**config.mk**
```make
export PLATFORM = sky130hd
export DESIGN_NAME = ohci_mode_control_regs
export DESIGN_NICKNAME = d
export VERILOG_FILES = /design/src/hw/ohci_mode_pkg.sv /design/src/hw/ohci_mode_control_regs.sv /design/src/hw/resume_sync.sv /design/src/hw/ctrl_bulk_arbiter.sv
export SDC_FILE = /design/constraint.sdc
export NUM_CORES = 1
export LEC_CHECK = 0
export BUFFER_PORTS_ARGS = -buffer_cell sky130_fd_sc_hd__buf_2
export CORE_UTILIZATION = 40
export DETAILED_ROUTE_END_ITERATION = 10
export PLACE_DENSITY = 0.72
export SYNTH_ARGS = -nofsm -noshare
export SYNTH_HDL_FRONTEND = slang
export SYNTH_SLANG_ARGS = --single-unit
```
**constraint.sdc**
```tcl
create_clock -name core_clk_i -period 3.6 [get_ports core_clk_i]
set_input_delay 0.54 -clock core_clk_i [delete_from_list [all_inputs] [get_ports core_clk_i]]
set_output_delay 0.54 -clock core_clk_i [all_outputs]
set_load 0.01 [all_outputs]
```
**src/hw/ohci_mode_pkg.sv**
```systemverilog
// Constants, types and carriers shared by the mode-control register bank.
// Assumes a single 20 MHz core clock and a word-wide register port.
package ohci_mode_pkg;

	// ----------------------------------------------------------------
	// Register map
	// ----------------------------------------------------------------
	localparam int DATA_WIDTH = 32;
	localparam int ADDR_WIDTH = 8;
	localparam logic [7:0] VERSION_OFFSET = 8'h00;
	localparam logic [7:0] CONTROL_OFFSET = 8'h04;
	localparam logic [7:0] VERSION_VALUE = 8'h10;
	localparam int VERSION_WIDTH = 8;
	localparam int CONTROL_WIDTH = 11;

	// ----------------------------------------------------------------
	// Field layout, bit 10 down to bit 0
	// ----------------------------------------------------------------
	typedef enum logic [1:0] {
		state_reset = 2'b00,
		state_resume = 2'b01,
		state_running = 2'b10,
		state_suspend = 2'b11
	} functional_state_t;

	typedef struct packed {
		logic wake_enable;
		logic wake_wired;
		logic irq_to_sysmgmt;
		functional_state_t functional_state;
		logic bulk_list_enable;
		logic ctrl_list_enable;
		logic iso_enable;
		logic periodic_list_enable;
		logic [1:0] ctrl_bulk_ratio;
	} mode_ctrl_t;

	localparam mode_ctrl_t MODE_CTRL_RESET = 11'h000;

	// List enables as the list engine sees them for the current frame.
	typedef struct packed {
		logic bulk;
		logic ctrl;
		logic iso;
		logic periodic;
	} list_enables_t;

	localparam list_enables_t LIST_ENABLES_OFF = 4'h0;

	// ----------------------------------------------------------------
	// Timing
	// ----------------------------------------------------------------
	localparam int CLK_HZ = 20_000_000;
	localparam int SOF_DELAY_MS = 1;
	localparam int FRAME_MS = 1;
	localparam int SOF_DELAY_CYCLES = CLK_HZ / 1000 * SOF_DELAY_MS;
	localparam int FRAME_CYCLES = CLK_HZ / 1000 * FRAME_MS;
	localparam int TIMER_WIDTH = 16;

	// ----------------------------------------------------------------
	// Control-to-bulk arbitration
	// ----------------------------------------------------------------
	localparam int SERVE_CNT_WIDTH = 3;
	localparam logic [2:0] SERVE_CNT_MAX = 3'h4;

endpackage

```
**src/hw/ohci_mode_control_regs.sv**
```systemverilog
// Version and operating-mode control registers of a USB host controller.
// Assumes a word-wide register port on core_clk_i, a list engine and a
// status register outside that talk to it through pulses and levels.
`timescale 1ns/1ps
module ohci_mode_control_regs #(
	parameter int SOF_DELAY_CYCLES = ohci_mode_pkg::SOF_DELAY_CYCLES,
	parameter int FRAME_CYCLES = ohci_mode_pkg::FRAME_CYCLES
) (
	input wire logic core_clk_i,
	input wire logic rst_n_i,
	input wire logic reg_wr_i,
	input wire logic reg_rd_i,
	input wire logic [ohci_mode_pkg::ADDR_WIDTH-1:0] reg_addr_i,
	input wire logic [ohci_mode_pkg::DATA_WIDTH-1:0] reg_wdata_i,
	output logic [ohci_mode_pkg::DATA_WIDTH-1:0] reg_rdata_o,
	output logic reg_rvalid_o,
	input wire logic sw_reset_i,
	input wire logic port_resume_i,
	input wire logic resume_flag_clr_i,
	input wire logic frame_flag_clr_i,
	input wire logic irq_pending_i,
	input wire logic iso_desc_seen_i,
	input wire logic np_decide_i,
	input wire logic ctrl_served_i,
	output logic resume_flag_o,
	output logic frame_flag_o,
	output logic sof_pulse_o,
	output logic remote_wake_o,
	output logic host_irq_o,
	output logic sysmgmt_irq_o,
	output ohci_mode_pkg::list_enables_t list_en_o,
	output logic iso_continue_o,
	output logic periodic_halt_o,
	output logic np_decide_valid_o,
	output logic np_serve_ctrl_o,
	output logic [1:0] functional_state_o,
	output logic root_hub_reset_o,
	output logic port_reset_o
);

	localparam logic [ohci_mode_pkg::TIMER_WIDTH-1:0] SOF_LOAD =
		ohci_mode_pkg::TIMER_WIDTH'(SOF_DELAY_CYCLES - 1);
	localparam logic [ohci_mode_pkg::TIMER_WIDTH-1:0] FRAME_LOAD =
		ohci_mode_pkg::TIMER_WIDTH'(FRAME_CYCLES - 1);

	ohci_mode_pkg::mode_ctrl_t ctrl_r;
	ohci_mode_pkg::mode_ctrl_t ctrl_nxt;
	ohci_mode_pkg::mode_ctrl_t wr_fields;
	logic ctrl_wr;
	logic resume_level;
	logic resume_prev_r;
	logic resume_prev_nxt;
	logic resume_rise;

	// ----------------------------------------------------------------
	// Port resume input
	// ----------------------------------------------------------------
	resume_sync u_resume_sync (
		.core_clk_i(core_clk_i),
		.rst_n_i(rst_n_i),
		.async_i(port_resume_i),
		.level_o(resume_level)
	);

	always_comb begin
		resume_prev_nxt = resume_level;
	end

	// Only the edge counts, so a software selected resume never sets it.
	assign resume_rise = resume_level && !resume_prev_r;

	// ----------------------------------------------------------------
	// Mode-control register
	// ----------------------------------------------------------------
	assign ctrl_wr = reg_wr_i && (reg_addr_i == ohci_mode_pkg::CONTROL_OFFSET);
	// Only the eleven defined bits are taken; the rest of the word is lost.
	assign wr_fields = ohci_mode_pkg::mode_ctrl_t'(
		reg_wdata_i[ohci_mode_pkg::CONTROL_WIDTH-1:0]);

	always_comb begin
		ctrl_nxt = ctrl_r;
		if (ctrl_wr) begin
			ctrl_nxt = wr_fields;
		end else if (ctrl_r.functional_state ==
			ohci_mode_pkg::state_suspend && resume_rise) begin
			ctrl_nxt.functional_state = ohci_mode_pkg::state_resume;
		end
		// Soft reset wins over a write in the same cycle.
		if (sw_reset_i) begin
			ctrl_nxt = ohci_mode_pkg::MODE_CTRL_RESET;
			ctrl_nxt.wake_wired = ctrl_r.wake_wired;
			ctrl_nxt.irq_to_sysmgmt = ctrl_r.irq_to_sysmgmt;
			ctrl_nxt.functional_state = ohci_mode_pkg::state_suspend;
		end
	end

	// Hardware reset lands in the reset state with every field clear.
	always_ff @(posedge core_clk_i or negedge rst_n_i) begin
		if (!rst_n_i) begin
			ctrl_r <= ohci_mode_pkg::MODE_CTRL_RESET;
			resume_prev_r <= 1'b0;
		end else begin
			ctrl_r <= ctrl_nxt;
			resume_prev_r <= resume_prev_nxt;
		end
	end

	// ----------------------------------------------------------------
	// Frame timer
	// ----------------------------------------------------------------
	logic [ohci_mode_pkg::TIMER_WIDTH-1:0] timer_r;
	logic [ohci_mode_pkg::TIMER_WIDTH-1:0] timer_nxt;
	logic was_running_r;
	logic was_running_nxt;
	logic running;
	logic frame_start;

	assign running = (ctrl_r.functional_state == ohci_mode_pkg::state_running);

	always_comb begin
		timer_nxt = timer_r;
		frame_start = 1'b0;
		was_running_nxt = running;
		if (!running) begin
			timer_nxt = '0;
		end else if (!was_running_r) begin
			timer_nxt = SOF_LOAD;
		end else if (timer_r == '0) begin
			frame_start = 1'b1;
			timer_nxt = FRAME_LOAD;
		end else begin
			timer_nxt = timer_r - 16'h0001;
		end
	end

	always_ff @(posedge core_clk_i or negedge rst_n_i) begin
		if (!rst_n_i) begin
			timer_r <= '0;
			was_running_r <= 1'b0;
		end else begin
			timer_r <= timer_nxt;
			was_running_r <= was_running_nxt;
		end
	end

	// ----------------------------------------------------------------
	// Per-frame list enables
	// ----------------------------------------------------------------
	// Enables are copied only at a frame start and cleared at once by soft reset,
	// so a register write made mid-frame waits for the next one in both directions.
	ohci_mode_pkg::list_enables_t list_en_r;
	ohci_mode_pkg::list_enables_t list_en_nxt;
	logic iso_continue_r;
	logic iso_continue_nxt;
	logic periodic_halt_r;
	logic periodic_halt_nxt;

	always_comb begin
		list_en_nxt = list_en_r;
		if (frame_start) begin
			list_en_nxt.bulk = ctrl_r.bulk_list_enable;
			list_en_nxt.ctrl = ctrl_r.ctrl_list_enable;
			list_en_nxt.iso = ctrl_r.iso_enable;
			list_en_nxt.periodic = ctrl_r.periodic_list_enable;
		end
		if (sw_reset_i) begin
			list_en_nxt = ohci_mode_pkg::LIST_ENABLES_OFF;
		end
		iso_continue_nxt = iso_desc_seen_i && list_en_r.iso;
		periodic_halt_nxt = iso_desc_seen_i && !list_en_r.iso;
	end

	always_ff @(posedge core_clk_i or negedge rst_n_i) begin
		if (!rst_n_i) begin
			list_en_r <= ohci_mode_pkg::LIST_ENABLES_OFF;
			iso_continue_r <= 1'b0;
			periodic_halt_r <= 1'b0;
		end else begin
			list_en_r <= list_en_nxt;
			iso_continue_r <= iso_continue_nxt;
			periodic_halt_r <= periodic_halt_nxt;
		end
	end

	// ----------------------------------------------------------------
	// Nonperiodic arbitration
	// ----------------------------------------------------------------
	ctrl_bulk_arbiter u_arbiter (
		.core_clk_i(core_clk_i),
		.rst_n_i(rst_n_i),
		.clear_i(sw_reset_i),
		.ratio_i(ctrl_r.ctrl_bulk_ratio),
		.decide_i(np_decide_i),
		.ctrl_served_i(ctrl_served_i),
		.decide_valid_o(np_decide_valid_o),
		.serve_ctrl_o(np_serve_ctrl_o)
	);

	// ----------------------------------------------------------------
	// Event flags
	// ----------------------------------------------------------------
	logic resume_flag_r;
	logic resume_flag_nxt;
	logic frame_flag_r;
	logic frame_flag_nxt;
	logic sof_r;
	logic sof_nxt;

	always_comb begin
		resume_flag_nxt = resume_flag_r;
		if (resume_flag_clr_i) begin
			resume_flag_nxt = 1'b0;
		end
		if (resume_rise) begin
			resume_flag_nxt = 1'b1;
		end
		frame_flag_nxt = frame_flag_r;
		if (frame_flag_clr_i) begin
			frame_flag_nxt = 1'b0;
		end
		if (frame_start) begin
			frame_flag_nxt = 1'b1;
		end
		sof_nxt = frame_start;
	end

	always_ff @(posedge core_clk_i or negedge rst_n_i) begin
		if (!rst_n_i) begin
			resume_flag_r <= 1'b0;
			frame_flag_r <= 1'b0;
			sof_r <= 1'b0;
		end else begin
			resume_flag_r <= resume_flag_nxt;
			frame_flag_r <= frame_flag_nxt;
			sof_r <= sof_nxt;
		end
	end

	// ----------------------------------------------------------------
	// System signalling
	// ----------------------------------------------------------------
	logic wake_r;
	logic wake_nxt;
	logic host_irq_r;
	logic host_irq_nxt;
	logic sysmgmt_irq_r;
	logic sysmgmt_irq_nxt;
	logic hub_reset_r;
	logic port_reset_r;
	logic port_reset_nxt;

	// Wake enable never touches the interrupt path.
	always_comb begin
		wake_nxt = ctrl_r.wake_enable && resume_flag_r;
		host_irq_nxt = irq_pending_i && !ctrl_r.irq_to_sysmgmt;
		sysmgmt_irq_nxt = irq_pending_i && ctrl_r.irq_to_sysmgmt;
		port_reset_nxt =
			(ctrl_r.functional_state == ohci_mode_pkg::state_reset);
	end

	// The hub reset is held high through hard reset and drops on the first edge after it.
	always_ff @(posedge core_clk_i or negedge rst_n_i) begin
		if (!rst_n_i) begin
			wake_r <= 1'b0;
			host_irq_r <= 1'b0;
			sysmgmt_irq_r <= 1'b0;
			hub_reset_r <= 1'b1;
			port_reset_r <= 1'b1;
		end else begin
			wake_r <= wake_nxt;
			host_irq_r <= host_irq_nxt;
			sysmgmt_irq_r <= sysmgmt_irq_nxt;
			hub_reset_r <= 1'b0;
			port_reset_r <= port_reset_nxt;
		end
	end

	// ----------------------------------------------------------------
	// Read path
	// ----------------------------------------------------------------
	logic [ohci_mode_pkg::DATA_WIDTH-1:0] rdata_r;
	logic [ohci_mode_pkg::DATA_WIDTH-1:0] rdata_nxt;
	logic rvalid_r;
	logic rvalid_nxt;

	always_comb begin
		rdata_nxt = '0;
		rvalid_nxt = reg_rd_i;
		if (reg_rd_i) begin
			unique case (reg_addr_i)
				ohci_mode_pkg::VERSION_OFFSET: begin
					rdata_nxt = {{(ohci_mode_pkg::DATA_WIDTH -
						ohci_mode_pkg::VERSION_WIDTH){1'b0}},
						ohci_mode_pkg::VERSION_VALUE};
				end
				ohci_mode_pkg::CONTROL_OFFSET: begin
					rdata_nxt = {{(ohci_mode_pkg::DATA_WIDTH -
						ohci_mode_pkg::CONTROL_WIDTH){1'b0}},
						ctrl_r};
				end
				default: begin
					rdata_nxt = '0;
				end
			endcase
		end
	end

	always_ff @(posedge core_clk_i or negedge rst_n_i) begin
		if (!rst_n_i) begin
			rdata_r <= '0;
			rvalid_r <= 1'b0;
		end else begin
			rdata_r <= rdata_nxt;
			rvalid_r <= rvalid_nxt;
		end
	end

	// ----------------------------------------------------------------
	// Outputs
	// ----------------------------------------------------------------
	assign reg_rdata_o = rdata_r;
	assign reg_rvalid_o = rvalid_r;
	assign resume_flag_o = resume_flag_r;
	assign frame_flag_o = frame_flag_r;
	assign sof_pulse_o = sof_r;
	assign remote_wake_o = wake_r;
	assign host_irq_o = host_irq_r;
	assign sysmgmt_irq_o = sysmgmt_irq_r;
	assign list_en_o = list_en_r;
	assign iso_continue_o = iso_continue_r;
	assign periodic_halt_o = periodic_halt_r;
	assign functional_state_o = ctrl_r.functional_state;
	assign root_hub_reset_o = hub_reset_r;
	assign port_reset_o = port_reset_r;

endmodule

```
**src/hw/resume_sync.sv**
```systemverilog
// Three-stage synchroniser with agreement filter for a port level.
// Assumes the input is asynchronous to core_clk_i.
`timescale 1ns/1ps
module resume_sync (
	input wire logic core_clk_i,
	input wire logic rst_n_i,
	input wire logic async_i,
	output logic level_o
);

	logic s1_r;
	logic s2_r;
	logic s3_r;
	logic level_r;
	logic level_nxt;

	// ----------------------------------------------------------------
	// Filter
	// ----------------------------------------------------------------
	// A change counts only once the last two stages agree.
	always_comb begin
		level_nxt = level_r;
		if (s2_r == s3_r) begin
			level_nxt = s3_r;
		end
	end

	always_ff @(posedge core_clk_i or negedge rst_n_i) begin
		if (!rst_n_i) begin
			s1_r <= 1'b0;
			s2_r <= 1'b0;
			s3_r <= 1'b0;
			level_r <= 1'b0;
		end else begin
			s1_r <= async_i;
			s2_r <= s1_r;
			s3_r <= s2_r;
			level_r <= level_nxt;
		end
	end

	assign level_o = level_r;

endmodule

```
**src/hw/ctrl_bulk_arbiter.sv**
```systemverilog
// Control-to-bulk service arbitration for the nonperiodic lists.
// Assumes the list engine pulses decide_i and ctrl_served_i on core_clk_i.
`timescale 1ns/1ps
module ctrl_bulk_arbiter (
	input wire logic core_clk_i,
	input wire logic rst_n_i,
	input wire logic clear_i,
	input wire logic [1:0] ratio_i,
	input wire logic decide_i,
	input wire logic ctrl_served_i,
	output logic decide_valid_o,
	output logic serve_ctrl_o
);

	logic [ohci_mode_pkg::SERVE_CNT_WIDTH-1:0] count_r;
	logic [ohci_mode_pkg::SERVE_CNT_WIDTH-1:0] count_nxt;
	logic [ohci_mode_pkg::SERVE_CNT_WIDTH-1:0] base;
	logic valid_r;
	logic valid_nxt;
	logic ctrl_r;
	logic ctrl_nxt;
	logic pick_ctrl;

	// ----------------------------------------------------------------
	// Decision
	// ----------------------------------------------------------------
	always_comb begin
		pick_ctrl = (count_r <= {1'b0, ratio_i});
		valid_nxt = decide_i;
		ctrl_nxt = ctrl_r;
		base = count_r;
		if (decide_i) begin
			ctrl_nxt = pick_ctrl;
			if (!pick_ctrl) begin
				base = '0;
			end
		end
		count_nxt = base;
		// The count is never cleared by a frame boundary.
		if (ctrl_served_i && base < ohci_mode_pkg::SERVE_CNT_MAX) begin
			count_nxt = base + 3'h1;
		end
		if (clear_i) begin
			count_nxt = '0;
			ctrl_nxt = 1'b0;
			valid_nxt = 1'b0;
		end
	end

	always_ff @(posedge core_clk_i or negedge rst_n_i) begin
		if (!rst_n_i) begin
			count_r <= '0;
			valid_r <= 1'b0;
			ctrl_r <= 1'b0;
		end else begin
			count_r <= count_nxt;
			valid_r <= valid_nxt;
			ctrl_r <= ctrl_nxt;
		end
	end

	assign decide_valid_o = valid_r;
	assign serve_ctrl_o = ctrl_r;

endmodule

```
# Word-level counts from Yosys, hierarchy flattened
# Index checks and enable logic that the tools add are counted.
[op_classes]
addsub = 2
mul = 0
div_mod_pow = 0
magnitude_cmp = 2
eq_ne = 4
n_shift = 0
muxes = 26
bitwise = 1
reduce_logical = 22
[op_table]
columns = ["operator", "n"]
rows = [
  ["16-bit two-way mux", 3],
  ["11-bit two-way mux", 2],
  ["11-bit case mux with 2 select lines", 1],
  ["16-bit logical NOT", 1],
  ["16-bit by 1-bit subtractor with 16-bit output (second input constant)", 1],
  ["3-bit two-way mux", 5],
  ["1-bit two-way mux", 10],
  ["2-bit nonzero test", 5],
  ["1-bit logical AND", 9],
  ["8-bit by 3-bit == test with 1-bit output (second input constant)", 1],
  ["8-bit logical NOT", 1],
  ["4-bit two-way mux", 2],
  ["6-bit two-way mux", 1],
  ["2-bit == test (second input constant)", 2],
  ["2-bit two-way mux", 2],
  ["3-bit by 1-bit adder with 3-bit output (second input constant)", 1],
  ["3-bit by 2-bit less-or-equal comparator with 1-bit output", 1],
  ["1-bit logical NOT", 3],
  ["3-bit less-than comparator (second input constant)", 1],
  ["3-bit nonzero test", 1],
  ["2-bit logical NOT", 1],
  ["2-bit AND reduction", 1],
  ["1-bit == test", 1],
  ["1-bit NOT", 1],
]
[word_totals]
register_bits = 85
latch_bits = 0
mem_bits_rw = 0
romBits = 0
in_bits = 52
word_cells = 92
memories = 0

# Longest topological paths before layout
[depth]
depth_word = 7
ltp_mapped = 9
ltp_nobuf = 9

# Cells and area by module
# Synthesis repeated with hierarchy kept, for this count alone.
[unflattened]
hier_cells = 249
area_unflattened_um2 = 2877.8
[modules_own_cells]
columns = ["module", "n_inst", "cells_each", "area_each_um2", "seq_area_each_um2"]
rows = [
  ["ohci_mode_control_regs", 1, 208, 2417.3, 1378.8],
  ["ctrl_bulk_arbiter", 1, 36, 349.1, 125.1],
  ["resume_sync", 1, 5, 111.4, 100.1],
]

# Least setup slack after synthesis
# No wires, ideal clock.
[synth_path]
path_kind = "input to register"
start = "input port reg_addr_i[5] (netlist name)"
end = "register ctrl_r[9] (netlist name)"
setup_time_ps = 125
arrival_time_ps = 1775
required_time_ps = 3475
setup_slack_ps = 1700
cell_stages = 4
path_cell_list = "or4_4 -> nor3_2 -> buf_4 -> mux2_2"
[synth_via]
elab_chain_cells = 3
[synth_rtl]
columns = ["element", "line_no", "rtl"]
rows = [
  ["from (decl)", "ohci_mode_control_regs.sv:13", "input wire logic [ohci_mode_pkg::ADDR_WIDTH-1:0] reg_addr_i,"],
  ["8-bit by 3-bit == test with 1-bit output", "ohci_mode_control_regs.sv:75", "assign ctrl_wr = reg_wr_i && (reg_addr_i == ohci_mode_pkg::CONTROL_OFFSET);"],
  ["1-bit logical AND", "ohci_mode_control_regs.sv:75", ""],
  ["2-bit AND reduction (no source line)", "-", ""],
  ["to (signal assigned)", "ohci_mode_control_regs.sv:100", "ctrl_r <= ohci_mode_pkg::MODE_CTRL_RESET;"],
  ["to (signal assigned)", "ohci_mode_control_regs.sv:103", "ctrl_r <= ctrl_nxt;"],
  ["to (decl)", "ohci_mode_control_regs.sv:46", "ohci_mode_pkg::mode_ctrl_t ctrl_r;"],
]
# Every way passes these cells.
# A chain may end at the register's enable or synchronous reset.

# Worst setup path in the final report
[layout_path]
start = "register ctrl_r[1] (netlist name)"
end = "register u_arbiter.count_r[1] (netlist name)"
[layout_via]
elab_chain_cells = 7
word_cells_on_any_way = 8
classes_between = "1 x add/sub; 2 x order compare; 4 x mux; 1 x reduce/logical"
[layout_rtl]
columns = ["element", "line_no", "rtl"]
rows = [
  ["3-bit by 2-bit less-or-equal comparator with 1-bit output *", "ctrl_bulk_arbiter.sv:28", "pick_ctrl = (count_r <= {1'b0, ratio_i});"],
  ["3-bit two-way mux *", "ctrl_bulk_arbiter.sv:34", "if (!pick_ctrl) begin"],
  ["3-bit two-way mux *", "ctrl_bulk_arbiter.sv:32", "if (decide_i) begin"],
  ["3-bit less-than comparator", "ctrl_bulk_arbiter.sv:40", "if (ctrl_served_i && base < ohci_mode_pkg::SERVE_CNT_MAX) begin"],
  ["1-bit logical AND", "ctrl_bulk_arbiter.sv:40", ""],
  ["3-bit two-way mux *", "ctrl_bulk_arbiter.sv:40", ""],
  ["3-bit two-way mux *", "ctrl_bulk_arbiter.sv:43", "if (clear_i) begin"],
  ["net u_arbiter.count_nxt, one bit", "ctrl_bulk_arbiter.sv:16", "logic [ohci_mode_pkg::SERVE_CNT_WIDTH-1:0] count_nxt;"],
  ["to (signal assigned)", "ctrl_bulk_arbiter.sv:56", "count_r <= count_nxt;"],
  ["to (decl)", "ctrl_bulk_arbiter.sv:15", "logic [ohci_mode_pkg::SERVE_CNT_WIDTH-1:0] count_r;"],
]
# Mark *: on every way through the listed nets, which the timed path passes. The rest lies on a longest branch.

==> run metrics <==
most common cell after layout, fill and taps aside=dfrtp_1; Slew Limit Headroom=35.2%; Syn. warnings=0; RSZ-0062 raised after global routing=no; detailed placement HPWL=3.66 mm; Critical R2R Capture=u_arbiter.count_r[1]; VDD IR max=0.000220 V; first-pass GRT wire length=8.49 mm; Post-CTS Repair Setup Buffers=0; PwrDens=423 nW/µm²; hold bufs inserted after CTS=0; Tmin final=1.93 ns; antenna violations before repair=0; Critical Path, Cell by Cell=inv_1 > ha_1 > nor2b_1 > o21a_1 > o21a_1 > nor2b_1 > ha_1 > inv_1 > o32ai_1; data arrival time of the worst path=2.16 ns; clock-pin slew on the worst setup and hold paths=0.07 ns; Final Setup Violations=0; area grow syn2layout=17.8%; maximum fanout along the worst path=4; Initial Utilization=41.3%; area of the multi-input gates=1040 µm²; crit path from=ctrl_r[1]; DR vias/cell=4.69; Sink Count=64; Wirelength per Cell=12.5 µm; delay-heaviest family, CP=compound AO/OA/AOI/OAI gates; final worst slack=1.67 ns; Post-synth ARST share=100%; Max stage delay on crit path=0.37 ns; min-delay worst type=in2reg; CP endpoint kind=flip-flop; clk_lat worst skew=0.33 ns; TritonCTS clock tree=built; r2r setup slk=1.67 ns; FP Rows=30; top cells by area, synth=dfrtp_1, buf_4, and2_1; FF-to-FF Start=ctrl_r[1]; IO Port Bufs=60; PnR Total Power=1.40 mW; pre-CTS setup slack=1.41 ns; Worst Tran Pin Value=0.972 ns; CP bufs+invs=2; FILL cells=636; Fin. Hold Viols=0; layout cells sized above 1=28.1%; ANT nets after route=0; vias in the first global route=1811; TritonRoute pass-1 iters=4; startpoint types=flip-flop; P_leak=1.79 nW; cell taking the most area after synthesis=dfrtp_1; nets=365; Fmax achieved=517 MHz; Max Cap Violations=0; total track usage=15.5%; core area=6790 µm²; GRT overflow=0; ANT cells=0; fin crit share=53.7%; maximum buffer depth of the clock tree=2; register area=1600 µm²; Req. time, crit path=3.83 ns; cell count along the critical path=9; sequential area share after synthesis=57.2%; setup TNS=0 ns; Avg Synthesized Cell Area=11.6 µm²; Post-Route WL=5.13 mm; Post-CTS Resized=0; number of flops mapped to enable cells by yosys=0; total CTS buffers=9; # DRC=0; via count=1920; status=complete, no violations; crit path kind=reg2reg; Critical Path Sink=u_arbiter.count_r[1]; Final Skew=0.00605 ns; fin. max-slew vios=0; Die ar.=7350 µm²; Yosys cell types=46; initial DRC count=110; H-tree Lvls=3; die width=85.7 µm; Mapped Cells=241; Final Wtd Congestion=0.813; Post-Synthesis Cell Area=2800 µm²; CTS root buffer=clkbuf_8; top cell type's share of synthesized area=55.3%; slowest cell on the critical path=dfrtp_1; most frequent cells in the layout=dfrtp_1, buf_2, conb_1; worst reg2reg path depth=9; FF+latch count, synth=64; IO Count=103; ys flop type=dfrtp_1; largest net degree at the start of global routing=46; Chip Height=85.7 µm
## how the worst min path moves through the flow
stage,start,to,cells after the start
final,port_resume_i,u_resume_sync.s1_r,1
after CTS,port_resume_i,u_resume_sync.s1_r,1
after detailed placement,u_resume_sync.s1_r,u_resume_sync.s2_r,0
after global placement,u_resume_sync.s1_r,u_resume_sync.s2_r,0
after floorplan,rst_n_i,ctrl_r[0],0
after global routing,port_resume_i,u_resume_sync.s1_r,1
## through the flow
stage / util, % / cell area, µm² / cells / hold WS, ns
2_1_floorplan: - / 2880 / 262 / 0.244
3_3_place_gp: 46.0 / 3120 / 393 / 0.335
3_5_place_dp: 46.0 / 3120 / 393 / 0.336
4_1_cts: 48.6 / 3300 / 409 / 0.293
5_1_grt: 48.6 / 3300 / 409 / 0.292
6_report: 48.6 / 3300 / 409 / 0.308
## cells in the mapped netlist, drive strengths merged, types with 2 or more instances
cell type	n
o21a	2
dfstp	2
xor2	8
and2	14
ha	5
a22o	7
a31oi	2
xnor2	4
nand2	8
a22oi	2
or3	2
nand3	5
buf	26
o21ai	2
nor2	14
mux2i	3
nor2b	5
nor4	5
nand4	4
nand2b	8
or4	2
nand4b	2
nor3	5
inv	13
o31ai	2
mux2	2
o22ai	2
a21oi	13
dfrtp	62
## power breakdown
group / total, mW / switching, mW / internal [mW]
logic: 0.0865 / 0.0544 / 0.0322
clock network: 0.571 / 0.254 / 0.317
registers: 0.741 / 0.00794 / 0.733
total: 1.40 / 0.316 / 1.08
## per-layer routing
metal / vias to the layer above / wire, µm / part of all wire (%) / track usage [%]
met5: - / 0 / 0 / 0
met4: 0 / 121 / 2.4 / 8.18
met3: 11 / 259 / 5.0 / 4.23
met2: 57 / 2490 / 48 / 24.8
met1: 938 / 2260 / 44 / 19.4
li1: 914 / - / - / -
## cell families (layout without fill, tap and decap cells)
group | after synthesis | in the layout | share of synthesized area, %
other | 1 | 22 | 0.134
adder cells (fa/ha/maj) | 6 | 6 | 2.59
AO/OA/AOI/OAI | 35 | 35 | 8.48
flip-flops | 64 | 64 | 57.2
XOR/XNOR | 12 | 12 | 3.75
multiplexers | 5 | 5 | 1.87
AND/OR/NAND/NOR | 78 | 78 | 17.3
buffers and inverters | 40 | 91 | 8.66
## registers in the layout (all words and copies together) (netlist names), 2 cells and up
signal / cells
timer_r: 16
reg_rdata_o: 11
ctrl_r: 9
list_en_o: 4
u_arbiter.count_r: 3
functional_state_o: 2
## final cells by class
class                   instances  share of cell area, %
multi-input cells             158                   31.4
well taps                      96                   3.63
repair buffers                 62                   9.54
inverters                      13                   1.48
flip-flops and latches         64                   48.5
clock buffers                  12                   4.09
clock inverters                 4                   1.36
Power figures use the tool's default switching activity.
